`src/hw/frtd_defs.svh`:
```
`ifndef FRTD_DEFS_SVH
`define FRTD_DEFS_SVH

// ----------------------------------------------------------------------
// Register offsets
// ----------------------------------------------------------------------
`define FRTD_OFS_MODE_STD     8'h05
`define FRTD_OFS_STATUS       8'h10
`define FRTD_OFS_MEAS_LL      8'h11
`define FRTD_OFS_MEAS_LINES   8'h12
`define FRTD_OFS_FILT_LL      8'h13
`define FRTD_OFS_IDEAL_LL     8'h8f
`define FRTD_OFS_LCOUNT       8'hab
`define FRTD_OFS_FORCE        8'hbf
`define FRTD_OFS_LOCK_SPEED   8'hcb
`define FRTD_OFS_THRESHOLD    8'hf3

// ----------------------------------------------------------------------
// Field positions
// ----------------------------------------------------------------------
`define FRTD_HTHR_LSB         0
`define FRTD_VTHR_LSB         3
`define FRTD_STD_LSB          4

// ----------------------------------------------------------------------
// Reset values
// ----------------------------------------------------------------------
`define FRTD_RST_IDEAL_LL     11'h000
`define FRTD_RST_LCOUNT       12'h000
`define FRTD_RST_LOCK_SPEED   2'h0
`define FRTD_RST_HTHR         3'h4
`define FRTD_RST_VTHR         3'h2
`define FRTD_RST_MODE         4'h0
`define FRTD_RST_STD          6'h00

// ----------------------------------------------------------------------
// Timing: crystal rate derived from the system clock by an NCO
// ----------------------------------------------------------------------
`define FRTD_SYS_HZ           64'd100000000
`define FRTD_XTAL_HZ          64'd28636300
`define FRTD_NCO_ONE          64'd16777216
`define FRTD_NCO_INC \
  ((`FRTD_XTAL_HZ * `FRTD_NCO_ONE) / `FRTD_SYS_HZ)

// Saturation points that stand for a missing sync
`define FRTD_LL_CNT_MAX       12'hfff
`define FRTD_LN_CNT_MAX       13'h1fff

`endif

```
`src/hw/frtd_pkg.sv`:
```
`default_nettype none

package frtd_pkg;

  // Enter / exit pair of a hysteresis threshold
  typedef struct packed {
    logic [8:0] enter;
    logic [8:0] leave;
  } frtd_thr_s;

  // Ideal timing of one mode and standard
  typedef struct packed {
    logic [11:0] lines;
    logic [10:0] line_len;
  } frtd_std_s;

  // Locking speed of the parameter filter
  typedef enum logic [1:0] {
    FRTD_LOCK_SLOW  = 2'b00,
    FRTD_LOCK_MED   = 2'b01,
    FRTD_LOCK_FAST  = 2'b10,
    FRTD_LOCK_FIXED = 2'b11
  } frtd_lock_e;

endpackage

`default_nettype wire

```
`src/hw/frtd_top.sv`:
```
// The plain strobed port was left to the implementer.
`include "frtd_defs.svh"

`default_nettype none

module frtd_top
  import frtd_pkg::*;
(
  input  wire logic        sys_clk_i,
  input  wire logic        reset_n_i,
  input  wire logic [7:0]  reg_addr_i,
  input  wire logic [15:0] reg_wdata_i,
  input  wire logic        reg_wr_i,
  input  wire logic        reg_rd_i,
  output logic      [15:0] reg_rdata_o,
  input  wire logic        hsync_i,
  input  wire logic        vsync_i,
  output logic             freerun_active_flag_o,
  output logic             default_colour_en_o,
  output logic             default_clk_sel_o
);

  // ----------------------------------------------------------------------
  // Helper functions
  // ----------------------------------------------------------------------

  // Absolute difference of two unsigned values
  function automatic logic [12:0] abs_diff(input logic [12:0] a,
                                           input logic [12:0] b);
    abs_diff = (a >= b) ? (a - b) : (b - a);
  endfunction

  // Horizontal threshold pair by code
  function automatic frtd_thr_s h_thr(input logic [2:0] code);
    unique case (code)
      3'b000: h_thr = '{enter: 9'h0_02, leave: 9'h0_01};
      3'b001: h_thr = '{enter: 9'h1_00, leave: 9'h0_c8};
      3'b010: h_thr = '{enter: 9'h0_80, leave: 9'h0_70};
      3'b011: h_thr = '{enter: 9'h0_40, leave: 9'h0_30};
      3'b100: h_thr = '{enter: 9'h0_20, leave: 9'h0_18};
      3'b101: h_thr = '{enter: 9'h0_10, leave: 9'h0_0c};
      3'b110: h_thr = '{enter: 9'h0_08, leave: 9'h0_06};
      3'b111: h_thr = '{enter: 9'h0_04, leave: 9'h0_03};
    endcase
  endfunction

  // Vertical threshold pair by code
  function automatic frtd_thr_s v_thr(input logic [2:0] code);
    unique case (code)
      3'b000: v_thr = '{enter: 9'h0_24, leave: 9'h0_1f};
      3'b001: v_thr = '{enter: 9'h0_12, leave: 9'h0_0f};
      3'b010: v_thr = '{enter: 9'h0_0a, leave: 9'h0_07};
      3'b011: v_thr = '{enter: 9'h0_04, leave: 9'h0_03};
      3'b100: v_thr = '{enter: 9'h0_33, leave: 9'h0_2e};
      3'b101: v_thr = '{enter: 9'h0_45, leave: 9'h0_3f};
      3'b110: v_thr = '{enter: 9'h0_86, leave: 9'h0_7f};
      3'b111: v_thr = '{enter: 9'h1_07, leave: 9'h0_ff};
    endcase
  endfunction

  // Hysteresis step: enter at or above, leave at or below, else hold
  function automatic logic hyst(input logic        cur,
                                input logic [12:0] diff,
                                input frtd_thr_s   thr);
    if (!cur) begin
      hyst = (diff >= {4'h0, thr.enter});
    end else begin
      hyst = !(diff <= {4'h0, thr.leave});
    end
  endfunction

  // ----------------------------------------------------------------------
  // Control registers
  // ----------------------------------------------------------------------
  logic [10:0] ideal_line_length_r;
  logic [11:0] ideal_field_line_count_r;
  logic [1:0]  param_filter_lock_speed_r;
  logic [2:0]  horizontal_freerun_threshold_r;
  logic [2:0]  vertical_freerun_threshold_r;
  logic        force_freerun_r;
  logic [3:0]  primary_mode_select_r;
  logic [5:0]  video_standard_select_r;

  // Software writes at the printed and chosen offsets
  always_ff @(posedge sys_clk_i or negedge reset_n_i) begin
    if (!reset_n_i) begin
      ideal_line_length_r            <= `FRTD_RST_IDEAL_LL;
      ideal_field_line_count_r       <= `FRTD_RST_LCOUNT;
      param_filter_lock_speed_r      <= `FRTD_RST_LOCK_SPEED;
      horizontal_freerun_threshold_r <= `FRTD_RST_HTHR;
      vertical_freerun_threshold_r   <= `FRTD_RST_VTHR;
      force_freerun_r                <= 1'b0;
      primary_mode_select_r          <= `FRTD_RST_MODE;
      video_standard_select_r        <= `FRTD_RST_STD;
    end else if (reg_wr_i) begin
      unique case (reg_addr_i)
        `FRTD_OFS_IDEAL_LL:   ideal_line_length_r <= reg_wdata_i[10:0];
        `FRTD_OFS_LCOUNT:
          ideal_field_line_count_r <= reg_wdata_i[11:0];
        `FRTD_OFS_LOCK_SPEED:
          param_filter_lock_speed_r <= reg_wdata_i[1:0];
        `FRTD_OFS_THRESHOLD: begin
          horizontal_freerun_threshold_r <=
            reg_wdata_i[`FRTD_HTHR_LSB +: 3];
          vertical_freerun_threshold_r <=
            reg_wdata_i[`FRTD_VTHR_LSB +: 3];
        end
        `FRTD_OFS_FORCE:      force_freerun_r <= reg_wdata_i[0];
        `FRTD_OFS_MODE_STD: begin
          primary_mode_select_r   <= reg_wdata_i[3:0];
          video_standard_select_r <= reg_wdata_i[`FRTD_STD_LSB +: 6];
        end
        default: ;
      endcase
    end
  end

  // ----------------------------------------------------------------------
  // Ideal values: decoded table or manual override
  // ----------------------------------------------------------------------
  frtd_std_s   std_ideal;
  logic [10:0] ideal_ll;
  logic [11:0] ideal_lines;

  frtd_std_rom u_std_rom (
    .sys_clk_i (sys_clk_i),
    .reset_n_i (reset_n_i),
    .addr_i    ({primary_mode_select_r[1:0],
                 video_standard_select_r[3:0]}),
    .data_o    (std_ideal)
  );

  // Manual fields feed only the decision, never the table
  assign ideal_ll = (ideal_line_length_r != 11'h000) ?
                    ideal_line_length_r : std_ideal.line_len;
  assign ideal_lines = (ideal_field_line_count_r != 12'h000) ?
                       ideal_field_line_count_r : std_ideal.lines;

  // ----------------------------------------------------------------------
  // Sync inputs: two-stage synchronisers and edge detection
  // ----------------------------------------------------------------------
  logic [1:0] hs_sync_r;
  logic [1:0] vs_sync_r;
  logic       hs_last_r;
  logic       vs_last_r;
  logic       line_end;
  logic       field_end;

  always_ff @(posedge sys_clk_i or negedge reset_n_i) begin
    if (!reset_n_i) begin
      hs_sync_r <= 2'b00;
      vs_sync_r <= 2'b00;
      hs_last_r <= 1'b0;
      vs_last_r <= 1'b0;
    end else begin
      hs_sync_r <= {hs_sync_r[0], hsync_i};
      vs_sync_r <= {vs_sync_r[0], vsync_i};
      hs_last_r <= hs_sync_r[1];
      vs_last_r <= vs_sync_r[1];
    end
  end

  assign line_end  = hs_sync_r[1] & ~hs_last_r;
  assign field_end = vs_sync_r[1] & ~vs_last_r;

  // ----------------------------------------------------------------------
  // Crystal-rate enable from a phase accumulator
  // ----------------------------------------------------------------------
  logic [23:0] nco_r;
  logic [24:0] nco_sum;
  logic        xtal_en_r;

  assign nco_sum = {1'b0, nco_r} + {1'b0, 24'(`FRTD_NCO_INC)};

  always_ff @(posedge sys_clk_i or negedge reset_n_i) begin
    if (!reset_n_i) begin
      nco_r     <= 24'h00_0000;
      xtal_en_r <= 1'b0;
    end else begin
      nco_r     <= nco_sum[23:0];
      xtal_en_r <= nco_sum[24];
    end
  end

  // ----------------------------------------------------------------------
  // Line length in crystal cycles, lines per field
  // ----------------------------------------------------------------------
  logic [11:0] ll_cnt_r;
  logic [12:0] ln_cnt_r;
  logic [11:0] meas_ll_r;
  logic [12:0] meas_lines_r;
  logic        ll_valid_r;
  logic        ln_valid_r;

  always_ff @(posedge sys_clk_i or negedge reset_n_i) begin
    if (!reset_n_i) begin
      ll_cnt_r   <= 12'h000;
      meas_ll_r  <= 12'h000;
      ll_valid_r <= 1'b0;
    end else begin
      ll_valid_r <= line_end;
      if (line_end) begin
        meas_ll_r <= ll_cnt_r;
        ll_cnt_r  <= 12'h000;
      end else if (xtal_en_r && ll_cnt_r != `FRTD_LL_CNT_MAX) begin
        ll_cnt_r <= ll_cnt_r + 12'h001;
      end
    end
  end

  always_ff @(posedge sys_clk_i or negedge reset_n_i) begin
    if (!reset_n_i) begin
      ln_cnt_r     <= 13'h0000;
      meas_lines_r <= 13'h0000;
      ln_valid_r   <= 1'b0;
    end else begin
      ln_valid_r <= field_end;
      if (field_end) begin
        meas_lines_r <= ln_cnt_r;
        ln_cnt_r     <= 13'h0000;
      end else if (line_end && ln_cnt_r != `FRTD_LN_CNT_MAX) begin
        ln_cnt_r <= ln_cnt_r + 13'h0001;
      end
    end
  end

  // ----------------------------------------------------------------------
  // Free-run decision with hysteresis per axis
  // ----------------------------------------------------------------------
  logic [12:0] h_diff;
  logic [12:0] v_diff;
  logic        h_fail_r;
  logic        v_fail_r;
  logic        h_lost;
  logic        v_lost;

  assign h_diff = abs_diff({1'b0, meas_ll_r}, {2'b00, ideal_ll});
  assign v_diff = abs_diff(meas_lines_r, {1'b0, ideal_lines});
  // A saturated counter means the sync has gone missing
  assign h_lost = (ll_cnt_r == `FRTD_LL_CNT_MAX);
  assign v_lost = (ln_cnt_r == `FRTD_LN_CNT_MAX) || h_lost;

  always_ff @(posedge sys_clk_i or negedge reset_n_i) begin
    if (!reset_n_i) begin
      h_fail_r <= 1'b0;
    end else if (h_lost) begin
      h_fail_r <= 1'b1;
    end else if (ll_valid_r && ideal_ll != 11'h000) begin
      h_fail_r <= hyst(h_fail_r, h_diff,
                       h_thr(horizontal_freerun_threshold_r));
    end
  end

  always_ff @(posedge sys_clk_i or negedge reset_n_i) begin
    if (!reset_n_i) begin
      v_fail_r <= 1'b0;
    end else if (v_lost) begin
      v_fail_r <= 1'b1;
    end else if (ln_valid_r && ideal_lines != 12'h000) begin
      v_fail_r <= hyst(v_fail_r, v_diff,
                       v_thr(vertical_freerun_threshold_r));
    end
  end

  // Overall state and the outputs that follow it
  always_ff @(posedge sys_clk_i or negedge reset_n_i) begin
    if (!reset_n_i) begin
      freerun_active_flag_o <= 1'b0;
      default_colour_en_o   <= 1'b0;
      default_clk_sel_o     <= 1'b0;
    end else begin
      freerun_active_flag_o <= force_freerun_r | h_fail_r | v_fail_r;
      default_colour_en_o   <= force_freerun_r | h_fail_r | v_fail_r;
      default_clk_sel_o     <= force_freerun_r | h_fail_r | v_fail_r;
    end
  end

  // ----------------------------------------------------------------------
  // Buffered line length filter, one fractional bit
  // ----------------------------------------------------------------------
  logic [11:0] filt_ll_r;
  logic [12:0] filt_err;
  logic [12:0] filt_step;
  logic [11:0] filt_target;

  assign filt_target = meas_ll_r[11] ? 12'hfff : {meas_ll_r[10:0], 1'b0};
  assign filt_err    = {1'b0, filt_target} - {1'b0, filt_ll_r};

  // Step size by locking speed; never stalls short of the target
  always_comb begin
    unique case (frtd_lock_e'(param_filter_lock_speed_r))
      FRTD_LOCK_SLOW:  filt_step = $signed(filt_err) >>> 4;
      FRTD_LOCK_MED:   filt_step = $signed(filt_err) >>> 2;
      FRTD_LOCK_FAST:  filt_step = $signed(filt_err) >>> 1;
      FRTD_LOCK_FIXED: filt_step = filt_err[12] ? 13'h1fff : 13'h0001;
    endcase
    if (filt_err == 13'h0000) begin
      filt_step = 13'h0000;
    end else if (filt_step == 13'h0000 || filt_step == 13'h1fff) begin
      filt_step = filt_err[12] ? 13'h1fff : 13'h0001;
    end
  end

  always_ff @(posedge sys_clk_i or negedge reset_n_i) begin
    if (!reset_n_i) begin
      filt_ll_r <= 12'h000;
    end else if (ll_valid_r) begin
      filt_ll_r <= filt_ll_r + filt_step[11:0];
    end
  end

  // ----------------------------------------------------------------------
  // Read port: data stand only in the cycle after the strobe
  // ----------------------------------------------------------------------
  always_ff @(posedge sys_clk_i or negedge reset_n_i) begin
    if (!reset_n_i) begin
      reg_rdata_o <= 16'h0000;
    end else if (!reg_rd_i) begin
      reg_rdata_o <= 16'h0000;
    end else begin
      unique case (reg_addr_i)
        `FRTD_OFS_IDEAL_LL:   reg_rdata_o <= {5'h00, ideal_line_length_r};
        `FRTD_OFS_LCOUNT:
          reg_rdata_o <= {4'h0, ideal_field_line_count_r};
        `FRTD_OFS_LOCK_SPEED:
          reg_rdata_o <= {14'h0000, param_filter_lock_speed_r};
        `FRTD_OFS_THRESHOLD:
          reg_rdata_o <= {10'h000, vertical_freerun_threshold_r,
                          horizontal_freerun_threshold_r};
        `FRTD_OFS_FORCE:      reg_rdata_o <= {15'h0000, force_freerun_r};
        `FRTD_OFS_MODE_STD:
          reg_rdata_o <= {6'h00, video_standard_select_r,
                          primary_mode_select_r};
        `FRTD_OFS_STATUS:
          reg_rdata_o <= {13'h0000, v_fail_r, h_fail_r,
                          freerun_active_flag_o};
        `FRTD_OFS_MEAS_LL:    reg_rdata_o <= {4'h0, meas_ll_r};
        `FRTD_OFS_MEAS_LINES: reg_rdata_o <= {3'h0, meas_lines_r};
        `FRTD_OFS_FILT_LL:    reg_rdata_o <= {4'h0, filt_ll_r};
        default:              reg_rdata_o <= 16'h0000;
      endcase
    end
  end

endmodule

`default_nettype wire

```
`src/hw/frtd_std_rom.sv`:
```
`default_nettype none

module frtd_std_rom
  import frtd_pkg::*;
(
  input  wire logic       sys_clk_i,
  input  wire logic       reset_n_i,
  input  wire logic [5:0] addr_i,
  output var  frtd_std_s  data_o
);

  // ----------------------------------------------------------------------
  // Ideal timings, {mode[1:0], std[3:0]}; zero means not covered
  // ----------------------------------------------------------------------
  always_ff @(posedge sys_clk_i or negedge reset_n_i) begin
    if (!reset_n_i) begin
      data_o <= '0;
    end else begin
      unique case (addr_i)
        6'h00:   data_o <= '{lines: 12'h2_0d, line_len: 11'h3_8c};
        6'h01:   data_o <= '{lines: 12'h2_71, line_len: 11'h3_94};
        6'h02:   data_o <= '{lines: 12'h2_ee, line_len: 11'h2_7c};
        6'h10:   data_o <= '{lines: 12'h2_0d, line_len: 11'h3_8d};
        6'h11:   data_o <= '{lines: 12'h2_74, line_len: 11'h2_f2};
        6'h12:   data_o <= '{lines: 12'h3_26, line_len: 11'h2_4e};
        6'h13:   data_o <= '{lines: 12'h4_2a, line_len: 11'h1_be};
        default: data_o <= '0;
      endcase
    end
  end

endmodule

`default_nettype wire

```
`config.mk`:
```
export PLATFORM = sky130hd
export DESIGN_NAME = frtd_top
export DESIGN_NICKNAME = d
export VERILOG_FILES = /design/src/hw/frtd_pkg.sv /design/src/hw/frtd_top.sv /design/src/hw/frtd_std_rom.sv
export VERILOG_INCLUDE_DIRS = /design/src /design/src/hw
export SDC_FILE = /design/constraint.sdc
export NUM_CORES = 1
export LEC_CHECK = 0
export BUFFER_PORTS_ARGS = -buffer_cell sky130_fd_sc_hd__buf_2
export CORE_MARGIN = 2
export CORE_UTILIZATION = 31
export CTS_CLUSTER_SIZE = 16
export DETAILED_ROUTE_END_ITERATION = 6
export PLACE_DENSITY = 0.47
export SETUP_SLACK_MARGIN = 0.05
export SLEW_MARGIN = 10
export SYNTH_ARGS = -nofsm -noshare
export SYNTH_HDL_FRONTEND = slang
export SYNTH_HIERARCHICAL = 1
export SYNTH_SLANG_ARGS = --single-unit
```
`constraint.sdc`:
```
create_clock -name sys_clk_i -period 6 [get_ports sys_clk_i]
set_input_delay 0.9 -clock sys_clk_i [delete_from_list [all_inputs] [get_ports sys_clk_i]]
set_output_delay 0.9 -clock sys_clk_i [all_outputs]
set_load 0.05 [all_outputs]
```
### Yosys cells after proc, flatten, opt, wreduce, memory -nomap -nowiden

Memory sizes are Yosys's and may differ from the RTL's.
Index checks and enable logic that the tools add are counted.

| word-level totals | value |
|---|---|
| input bits | 30 |
| output and inout bits | 19 |
| register bits after elaboration | 178 |
| memories kept | 2 |
| bits in read-only memories | 256 |
| logic and storage cells | 126 |

| operators by class | value |
|---|---|
| bitwise operators | 6 |
| mux-type cells | 26 |
| $add $sub $neg | 9 |
| order comparisons | 6 |
| reduce and logical (&&, ||, !) cells | 26 |
| eq/ne operators | 24 |

Memories:

| name | depth | width | read ports | clocked after Yosys merged registers in | write ports | line | RTL |
|---|---|---|---|---|---|---|---|
| (no name shown) | 8 | 16 | 1 | 0 | 0 | frtd_top.sv:35 | `unique case (code)` |
| (no name shown) | 8 | 16 | 1 | 0 | 0 | frtd_top.sv:49 | `unique case (code)` |

Operators by type and width:

| cell | number |
|---|---|
| $pmux W22 S7 | 1 |
| $pmux W13 S10 | 1 |
| $mux W13 | 6 |
| $mux W12 | 6 |
| $mux W18 | 4 |
| $pmux W13 S4 | 1 |
| $eq A8 B8 Y1 const B | 5 |
| $eq A8 B5 Y1 const B | 4 |
| $eq A13 B13 Y1 const B | 2 |
| $ge A13 B9 Y1 | 2 |
| $le A13 B9 Y1 | 2 |
| $logic_not A13 Y1 | 2 |
| $add A24 B23 Y25 const B | 1 |
| $eq A6 B5 Y1 const B | 4 |
| $reduce_bool A12 Y1 | 2 |
| $reduce_bool A11 Y1 | 2 |
| $add A13 B1 Y13 const B | 1 |
| $ge A13 B12 Y1 | 1 |
| $ne A13 B13 Y1 const B | 1 |
| $sub A11 B12 Y13 | 1 |
| $sub A12 B11 Y13 | 1 |
| $sub A12 B12 Y13 | 1 |
| $sub A12 B13 Y13 | 1 |
| $sub A13 B12 Y13 | 1 |
| 22 further kinds | 44 |

### Depth between registers and ports, before layout

Gate-level depths: netlist (run 1).

| logic depth | value |
|---|---|
| depth after elaboration | 11 |
| depth in mapped cells | 26 |
| mapped depth without buffers | 25 |

### Modules after synthesis

The synthesis (run 1) kept the hierarchy.

Modules (own cells, without submodules):

| module | area each (sq um) | sequential area each (sq um) | instances | cells an instance |
|---|---|---|---|---|
| frtd_top | 11320.9 | 3831.2 | 1 | 1253 |
| frtd_std_rom | 764.5 | 500.5 | 1 | 68 |

### Worst setup path after synthesis (run 1)

OpenSTA, ideal clock, no wires.

| timing | value |
|---|---|
| path type | flip-flop to flip-flop |
| from | reg ideal_line_length_r[10] |
| to | reg h_fail_r |
| period minus slack after synthesis | 5332 ps |
| library setup time | 141 ps |
| arrival | 5191 ps |
| stages on the path, launching flop included | 25 |
| path buffers | 3 |
| setup slack | 668 ps |
| required time | 5859 ps |
| path through | dfrtp_1 -> or4_1 -> nor3_1 -> clkbuf_1 -> a21oi_1 -> inv_1 -> ha_1 -> clkbuf_1 -> o21ai_0 -> a21oi_1 -> o41a_1 -> a2111oi_4 -> clkbuf_1 -> mux2_2 -> inv_1 -> ha_1 -> nand2_1 -> nand2_1 -> a21o_1 -> a211oi_1 -> o21bai_1 -> a21oi_1 -> o221ai_1 -> nor4_1 -> o211ai_1 |

| between the ends | value |
|---|---|
| word-level cells in the longest chain between the ends | 9 |
| elaborated cells between the ends (all ways) | 15 |
| those cells by class | add/sub: 2; order compare: 3; mux: 5; reduce/logical: 5 |

Ends and longest elaborated chain:

| what | line | RTL |
|---|---|---|
| start, declared | frtd_top.sv:75 | `logic [10:0] ideal_line_length_r;` |
| start signal, assigned | frtd_top.sv:87 | `` ideal_line_length_r <= `FRTD_RST_IDEAL_LL; `` |
| start signal, assigned | frtd_top.sv:97 | `` `FRTD_OFS_IDEAL_LL: ideal_line_length_r <= reg_wdata_i[10:0]; `` |
| $reduce_bool A11 Y1 | frtd_top.sv:134 | `assign ideal_ll = (ideal_line_length_r != 11'h000) ?` |
| $mux W11 * | frtd_top.sv:134 |  |
| $sub A11 B12 Y13, or another cell as far along | frtd_top.sv:30 | `abs_diff = (a >= b) ? (a - b) : (b - a);` |
| $mux W13 | frtd_top.sv:30 |  |
| $le A13 B9 Y1 | frtd_top.sv:68 | `hyst = !(diff <= {4'h0, thr.leave});` |
| $logic_not A1 Y1 | frtd_top.sv:68 |  |
| $mux W1 | frtd_top.sv:65 | `if (!cur) begin` |
| $mux W1 | frtd_top.sv:248 | `end else if (ll_valid_r && ideal_ll != 11'h000) begin` |
| $mux W1 | frtd_top.sv:246 | `end else if (h_lost) begin` |
| end signal, assigned | frtd_top.sv:249 | `h_fail_r <= hyst(h_fail_r, h_diff,` |
| end, declared | frtd_top.sv:232 | `logic h_fail_r;` |

Mark *: on every way between the ends. The rest lies on a longest branch, timed or not. The select of a mux whose other input is x is not followed.
A chain may end at the register's enable or synchronous reset.

### Final worst setup path (run 1)

| timing | value |
|---|---|
| from | reg ideal_field_line_count_r[11] |
| to | reg v_fail_r |

| between the ends | value |
|---|---|
| word-level cells in the longest chain between the ends | 9 |
| elaborated cells between the ends (all ways) | 15 |
| those cells by class | add/sub: 2; order compare: 3; mux: 5; reduce/logical: 5 |

Ends and longest elaborated chain:

| what | line | RTL |
|---|---|---|
| start, declared | frtd_top.sv:76 | `logic [11:0] ideal_field_line_count_r;` |
| start signal, assigned | frtd_top.sv:88 | `` ideal_field_line_count_r <= `FRTD_RST_LCOUNT; `` |
| start signal, assigned | frtd_top.sv:99 | `ideal_field_line_count_r <= reg_wdata_i[11:0];` |
| $reduce_bool A12 Y1 | frtd_top.sv:136 | `assign ideal_lines = (ideal_field_line_count_r != 12'h000) ?` |
| $mux W12 * | frtd_top.sv:136 |  |
| $sub A12 B13 Y13, or another cell as far along | frtd_top.sv:30 |  |
| $mux W13 | frtd_top.sv:30 |  |
| $le A13 B9 Y1 | frtd_top.sv:68 |  |
| $logic_not A1 Y1 | frtd_top.sv:68 |  |
| $mux W1 | frtd_top.sv:65 |  |
| $mux W1 | frtd_top.sv:259 | `end else if (ln_valid_r && ideal_lines != 12'h000) begin` |
| $mux W1 | frtd_top.sv:257 | `end else if (v_lost) begin` |
| end signal, assigned | frtd_top.sv:260 | `v_fail_r <= hyst(v_fail_r, v_diff,` |
| end, declared | frtd_top.sv:233 | `logic v_fail_r;` |

Marked as above.

==> results of run 1 <==
-- logic make-up after synthesis --
family                     after synthesis  share of synthesized area
adders and majority gates              121                      0.129
muxes                                   70                     0.0659
AOI/OAI and AO/OA                      333                      0.183
buffers and inverters                  165                     0.0556
xor gates and xnor gates                77                     0.0558
other                                    2                   0.000621
DFF                                    173                      0.358
and+or+nand+nor                        380                      0.152
-- repair_timing --
action	4_1_cts	5_1_grt
resized for setup	0	8
setup buffers	0	0
setup endpoints to repair	0	2
-- critical path: cells and delay by family (launching register included) --
family / cells / cell delay (ns)
AO/OA/AOI/OAI: 10 / 2.07
XOR/XNOR: 1 / 0.13
adder cells (fa/ha/maj): 2 / 0.48
buffers and inverters: 4 / 0.72
flip-flops: 1 / 0.42
AND/OR/NAND/NOR: 7 / 1.57
-- per-layer routing --
layer  up-vias  track usage  part of all wire
met5         -            0           0.00045
met4         2       0.0588             0.026
met3        43       0.0295             0.041
met2       205        0.281              0.45
met1      4750        0.255              0.48
li1       4761            -                 -
-- flip-flops by register name (all words and copies together), names as in the netlist, 2 cells and up --
name / cells
filt_ll_r: 12
horizontal_freerun_threshold_r: 3
hs_sync_r: 2
ideal_field_line_count_r: 12
ideal_line_length_r: 11
ll_cnt_r: 12
ln_cnt_r: 13
meas_lines_r: 13
meas_ll_r: 12
nco_r: 24
param_filter_lock_speed_r: 2
primary_mode_select_r: 4
reg_rdata_o: 13
u_std_rom/data_o: 20
vertical_freerun_threshold_r: 3
video_standard_select_r: 6
vs_sync_r: 2
-- area by class of cell --
cell class / instances / area [um2] / area share
inverters: 108 / 405 / 0.0299
repair buffers: 70 / 432 / 0.0318
clock inverters: 13 / 144 / 0.0106
clock buffers: 19 / 443 / 0.0327
well taps: 518 / 648 / 0.0478
diodes: 1 / 2.50 / 0.000184
multi-input cells: 986 / 7160 / 0.528
flip-flops and latches: 173 / 4330 / 0.319
-- cell usage in the layout, fill, tap and decap left out, drive strengths merged, types with 21 or more instances in the layout --
master,synthesis,routed
nand3,22,22
dfrtp,171,171
nand2,121,121
xor2,32,32
mux2,47,47
o21ai,79,79
nor2,97,97
a21oi,92,92
buf,19,69
xnor2,45,45
nor3,21,21
ha,115,115
inv,108,115
a21o,26,26
-- power by group --
part           switching (mW)  total (mW)  internal, mW
clock                   0.547        1.12         0.568
combinational            1.32        2.31         0.994
sequential              0.142        1.39          1.25
-- stage by stage --
step	area, um2	util	hold WS [ns]
final	13600	0.352	0.343
after global routing	13600	0.352	0.353
after CTS	13500	0.351	0.350
after detailed placement	12900	0.336	0.337
after global placement	12900	0.336	0.336
after floorplan	12100	-	0.331
-- how the worst max path moves through the flow --
stage	start	end	slack [ns]	depth (start not counted)
6_report	ideal_field_line_count_r[11]	v_fail_r	0.47	24
3_3_place_gp	filt_ll_r[0]	filt_ll_r[10]	0.41	23
5_1_grt	meas_ll_r[11]	filt_ll_r[10]	0.04	25
2_1_floorplan	ideal_line_length_r[10]	h_fail_r	0.67	24
4_1_cts	filt_ll_r[0]	filt_ll_r[10]	0.30	23
3_5_place_dp	filt_ll_r[0]	filt_ll_r[10]	0.31	23
==> out/qor.yml, run 1 <==
outcome:
  status: "completed"
worst_hold_path:
  worst_hold_startpoint: "vs_sync_r[0]"
  hold_depth: 0
  hold_class: "reg2reg"
  min_to: "vs_sync_r[1]"
logic_synthesis:
  synth_top_cells_by_count: "dfrtp_1, nand2_1, ha_1"
  netlist_area_um2: 12100
  synth_top_area_frac: 0.354
  syn_inst: 1321
  synthDistinctLibCells: 80
  synthFlopType: "dfrtp_1"
  syn_avg_cell_area_um2: 9.15
  synth_area_leaders: "dfrtp_1, ha_1, mux2_2"
  synth_edf_count: 0
  seq_area_frac_synth: 0.358
  synthArstFlopShare: 1.00
  synth_top_cell_by_area: "dfrtp_1"
  synth_most_common_cell: "dfrtp_1"
  yosysWarnings: 6
  synth_seq_cells: 173
global_routing:
  grt_max_degree: 100
  grt_use_total: 0.181
  overflow: 0
  grt_first_pass_wirelength_um: 56300
  grt_pass1_vias: 9595
  antenna_found_initial: 2
clock_network:
  clock_path_buffers: 2
  cts-hold-fix-buffers: 0
  cts_made_buffers: 17
  clk_pin_slew_ns: 0.08
  clk_latency_ns: 0.44
  cts.sinks: 173
  htreeDepth: 4
  cts_tree: "built"
  cts-root-buf: "clkbuf_16"
timing:
  rsz0062_at_grt: "false"
  relSlewSlack: 0.301
  fmax_mhz: 181
  maxSlewViolCount: 0
  fin_setup_tns_ns: 0
  finalWorstSetupSlack_ns: 0.465
  period_share: 0.922
  skew_ns: 0.0135
  hold_viol: 0
  setup_viol: 0
  period_needed_ns: 5.53
  worst_pin_slew_ns: 1.04
drt:
  routed-via-count: 9761
  vias_per_cell: 5.17
  wirelength_um: 35900
  final_antenna_net_count: 0
  drt-pass1-iter-count: 5
  wire_per_inst_um: 19.0
  drt_iter0_markers: 886
  drc: 0
setup_path:
  crit_type: "reg2reg"
  start_kind: "flop"
  endpoint_kind: "flop"
  cp_cell_sequence: "nor4_1, nand3_1, nor3_1, buf_4, a21oi_1, inv_1, ha_1, nor2b_1, o31a_1, o31ai_1, buf_4, o311ai_4, buf_4, o311ai_0, nand2_1, a31oi_1, xnor2_1, ha_1, a21o_1, a21oi_1, a31oi_1, or3_1, o41ai_1, nand4_1"
  r2r_setup_slack_ns: 0.47
  max_stage_delay_ns: 0.42
  r2r_cells: 24
  cp_max_fo: 6
  crit_top_cell: "buf_4"
  reg2reg_from: "ideal_field_line_count_r[11]"
  crit_slowest_cell: "dfrtp_1"
  arrival_ns: 5.83
  r2r_end: "v_fail_r"
  critical_path_required_ns: 6.30
placed_design:
  routabilityCongestion: 0.928
  dp_cells: 1855
  io_buffers: 41
  pre_cts_ws_ns: 0.310
  dp_hpwl_um: 28100
cells_and_area:
  nets: 1507
  drive_above_1_share: 0.132
  synthToLayoutAreaGrowth_pct: 12.2
  fillers: 4063
  final_cells: 1888
die:
  die_h_um: 201
  die_w_um: 201
  num_rows: 72
  initial_utilization: 0.313
  dieArea_um2: 40600
  core-area_um2: 38600
  ios: 49
power_and_ir_drop:
  p_leak_nw: 6.19
  powerDensity_nw_per_um2: 355
  ir_drop_uv: 201
  finalPower_mw: 4.82
run:
  maxCapViolations: 0
Power figures use the tool's default switching activity.
==> inputs of run 2 (changes only) <==
==> constraint.sdc (replaced) <==
create_clock -name sys_clk_i -period 5.7 [get_ports sys_clk_i]
set_input_delay 0.855 -clock sys_clk_i [delete_from_list [all_inputs] [get_ports sys_clk_i]]
set_output_delay 0.855 -clock sys_clk_i [all_outputs]
set_load 0.05 [all_outputs]
==> run 2 against run 1 <==
Effect of this change: first-iteration DRC count fell by 30%; wire length up 2.0%; final cell count increased by 1.0%; critical path depth stayed put; non-clock buffer count increased by 20; clock power is 12% higher; worst hold slack better by 0.011 ns.
==> out/qor.yml, run 2 (synthesized netlist as in run 1, its figures left out) <==
die:
  core-area_um2: 38600  # unchanged
  num_rows: 72  # unchanged
  die_w_um: 201  # unchanged
  dieArea_um2: 40600  # unchanged
  die_h_um: 201  # unchanged
  ios: 49  # unchanged
  initial_utilization: 0.313  # unchanged
placed_design:
  routabilityCongestion: 0.892  # -3.9%
  dp_hpwl_um: 28500  # +1.7%
  io_buffers: 41  # unchanged
timing:
  maxSlewViolCount: 0  # unchanged
  setup_viol: 0  # unchanged
  worst_pin_slew_ns: 1.09  # +0.0491 ns
  relSlewSlack: 0.272  # -0.0296
  fin_setup_tns_ns: 0  # unchanged
  rsz0062_at_grt: "true"
  period_share: 0.932  # +0.00998
  period_needed_ns: 5.31  # -0.220 ns
  fmax_mhz: 188  # +4.1%
  skew_ns: 0.0189  # +0.00536 ns
  hold_viol: 0  # unchanged
  timing.hold.ws_ns: 0.353  # +0.0105 ns
cells_and_area:
  insertedDiodeCount: 0  # -1
  layout_commonest_cell: "dfrtp_1"
  synthToLayoutAreaGrowth_pct: 14.4
  nets: 1527  # +1.3%
  drive_above_1_share: 0.155  # +0.0226
  largest_reg_flops: 24  # unchanged
  final_cell_mix: "dfrtp_1, nand2_1, ha_1"
  reg.largest.list: "nco_r (24), u_std_rom/data_o (20)"
  regMostFlops: "nco_r"
setup_path:
  reg2reg_from: "meas_ll_r[11]"
  endpoint_kind: "flop"
  critical_path_required_ns: 6.03  # -0.27 ns
  endpoint: "filt_ll_r[10]"
  arrival_ns: 5.64  # -0.19 ns
  start_kind: "flop"
  r2r_cells: 24  # unchanged
  crit_type: "reg2reg"
  cp_max_fo: 6  # unchanged
  r2r_setup_slack_ns: 0.39  # -0.08 ns
  startpoint: "meas_ll_r[11]"
  r2r_end: "filt_ll_r[10]"
clock_network:
  cts-root-buf: "clkbuf_16"
  clock_path_buffers: 2  # unchanged
  cts.sinks: 173  # unchanged
  clk_pin_slew_ns: 0.08  # about the same
  htreeDepth: 4  # unchanged
  clk_latency_ns: 0.44  # about the same
  cts_made_buffers: 17  # unchanged
  cts_tree: "built"
global_routing:
  grt_max_degree: 91  # -9.0%
  grt_pass1_vias: 10000  # +4.7%
  antenna_found_initial: 2  # unchanged
  overflow: 0  # unchanged
  grt_use_total: 0.185  # +0.00410
  grt_first_pass_wirelength_um: 58400  # +3.6%
run:
  maxCapViolations: 0  # unchanged
drt:
  wirelength_um: 36700  # +2.0%
  vias_per_cell: 5.24  # +1.4%
  routed-via-count: 9994  # +2.4%
  wire_per_inst_um: 19.2  # +0.98%
  drt_iter0_markers: 619  # -30%
  drt-pass1-iter-count: 5  # unchanged
  final_antenna_net_count: 0  # unchanged
  drc: 0  # unchanged
outcome:
  status: "completed"
power_and_ir_drop:
  powerDensity_nw_per_um2: 381  # +7.3%
  ir_drop_uv: 137  # -32%
  p_leak_nw: 6.33  # +2.2%
worst_hold_path:
  hold_class: "reg2reg"
[run 2: cell types whose count changed in the layout (fill, tap and decap cells not counted), sizes merged]
cell	previous run	this run
clkinvlp	0	1
diode	1	0
clkbuf	20	18
bufinv	0	2
buf	69	89
inv	115	117
clkinv	6	3
[run 2: where the power goes]
group / total [mW] / internal (mW) / leakage, nW / switching, mW
Combinational: 2.57 / 1.12 / 3.75 / 1.45
Clock: 1.25 / 0.673 / 0.302 / 0.582
Sequential: 1.45 / 1.32 / 2.28 / 0.129
[run 2: worst min-delay path by stage]
stage,start,cells past startpoint,to,slack [ns]
2_1_floorplan,hs_sync_r[0],0,hs_sync_r[1],0.33
3_3_place_gp,vs_sync_r[0],0,vs_sync_r[1],0.34
3_5_place_dp,hs_sync_r[0],0,hs_sync_r[1],0.34
4_1_cts,hs_sync_r[0],0,hs_sync_r[1],0.36
5_1_grt,vs_sync_r[0],0,vs_sync_r[1],0.36
6_report,hs_sync_r[0],0,hs_sync_r[1],0.35
[run 2: routing by layer]
| layer | global-route usage | vias up | share of wire |
|---|---|---|---|
| li1 | - | 4776 | - |
| met1 | 0.249 | 4937 | 0.46 |
| met2 | 0.304 | 229 | 0.47 |
| met3 | 0.0288 | 48 | 0.044 |
| met4 | 0.0578 | 4 | 0.025 |
| met5 | 0 | - | 0.00057 |
[run 2: worst max-delay path, cell delays in order, from the launching register on]
cell       delay (ns)
dfrtp_1          0.36
inv_1            0.11
ha_1             0.23
fa_1             0.41
nor2b_1          0.17
o31a_1           0.18
mux2_2           0.37
a2111oi_4        0.37
buf_4            0.18
nand4_1          0.07
or4b_1           0.55
nand4b_1         0.13
o21ai_2          0.08
ha_1             0.19
inv_1            0.07
fa_1             0.20
nor2b_1          0.06
o21ai_1          0.18
a21oi_2          0.09
o21ai_1          0.20
a21oi_1          0.12
o21ai_1          0.22
a211oi_2         0.11
or3_1            0.32
a31o_2           0.25
[run 2: timing repair]
item | in CTS | in global routing
pin swaps | 0 | 9
hold buffers | 0 | 0
hold endpoints to repair | 0 | 0
gates resized for setup | 3 | 25
endpoints found under the setup margin | 1 | 5
setup buffers | 0 | 8
[run 2: through the flow]
stage	setup slack (ns)	cell area [um2]	cells	util	power (mW)
5_1_grt	0.00970	13800	1907	0.359	5.72
3_5_place_dp	0.0501	13000	1867	0.338	3.92
2_1_floorplan	0.368	12100	1324	-	3.24
4_1_cts	0.0843	13700	1899	0.354	5.21
6_report	0.385	13800	1907	0.359	5.27
3_3_place_gp	0.0920	13000	1867	0.338	3.89
[run 2: area by class of cell]
cell class              instances  area, um2
fillers                      3990      24700
inverters                     108        405
well taps                     518        648
repair buffers                 90        582
flip-flops and latches        173       4330
multi-input cells             986       7240
clock buffers                  17        425
clock inverters                15        194
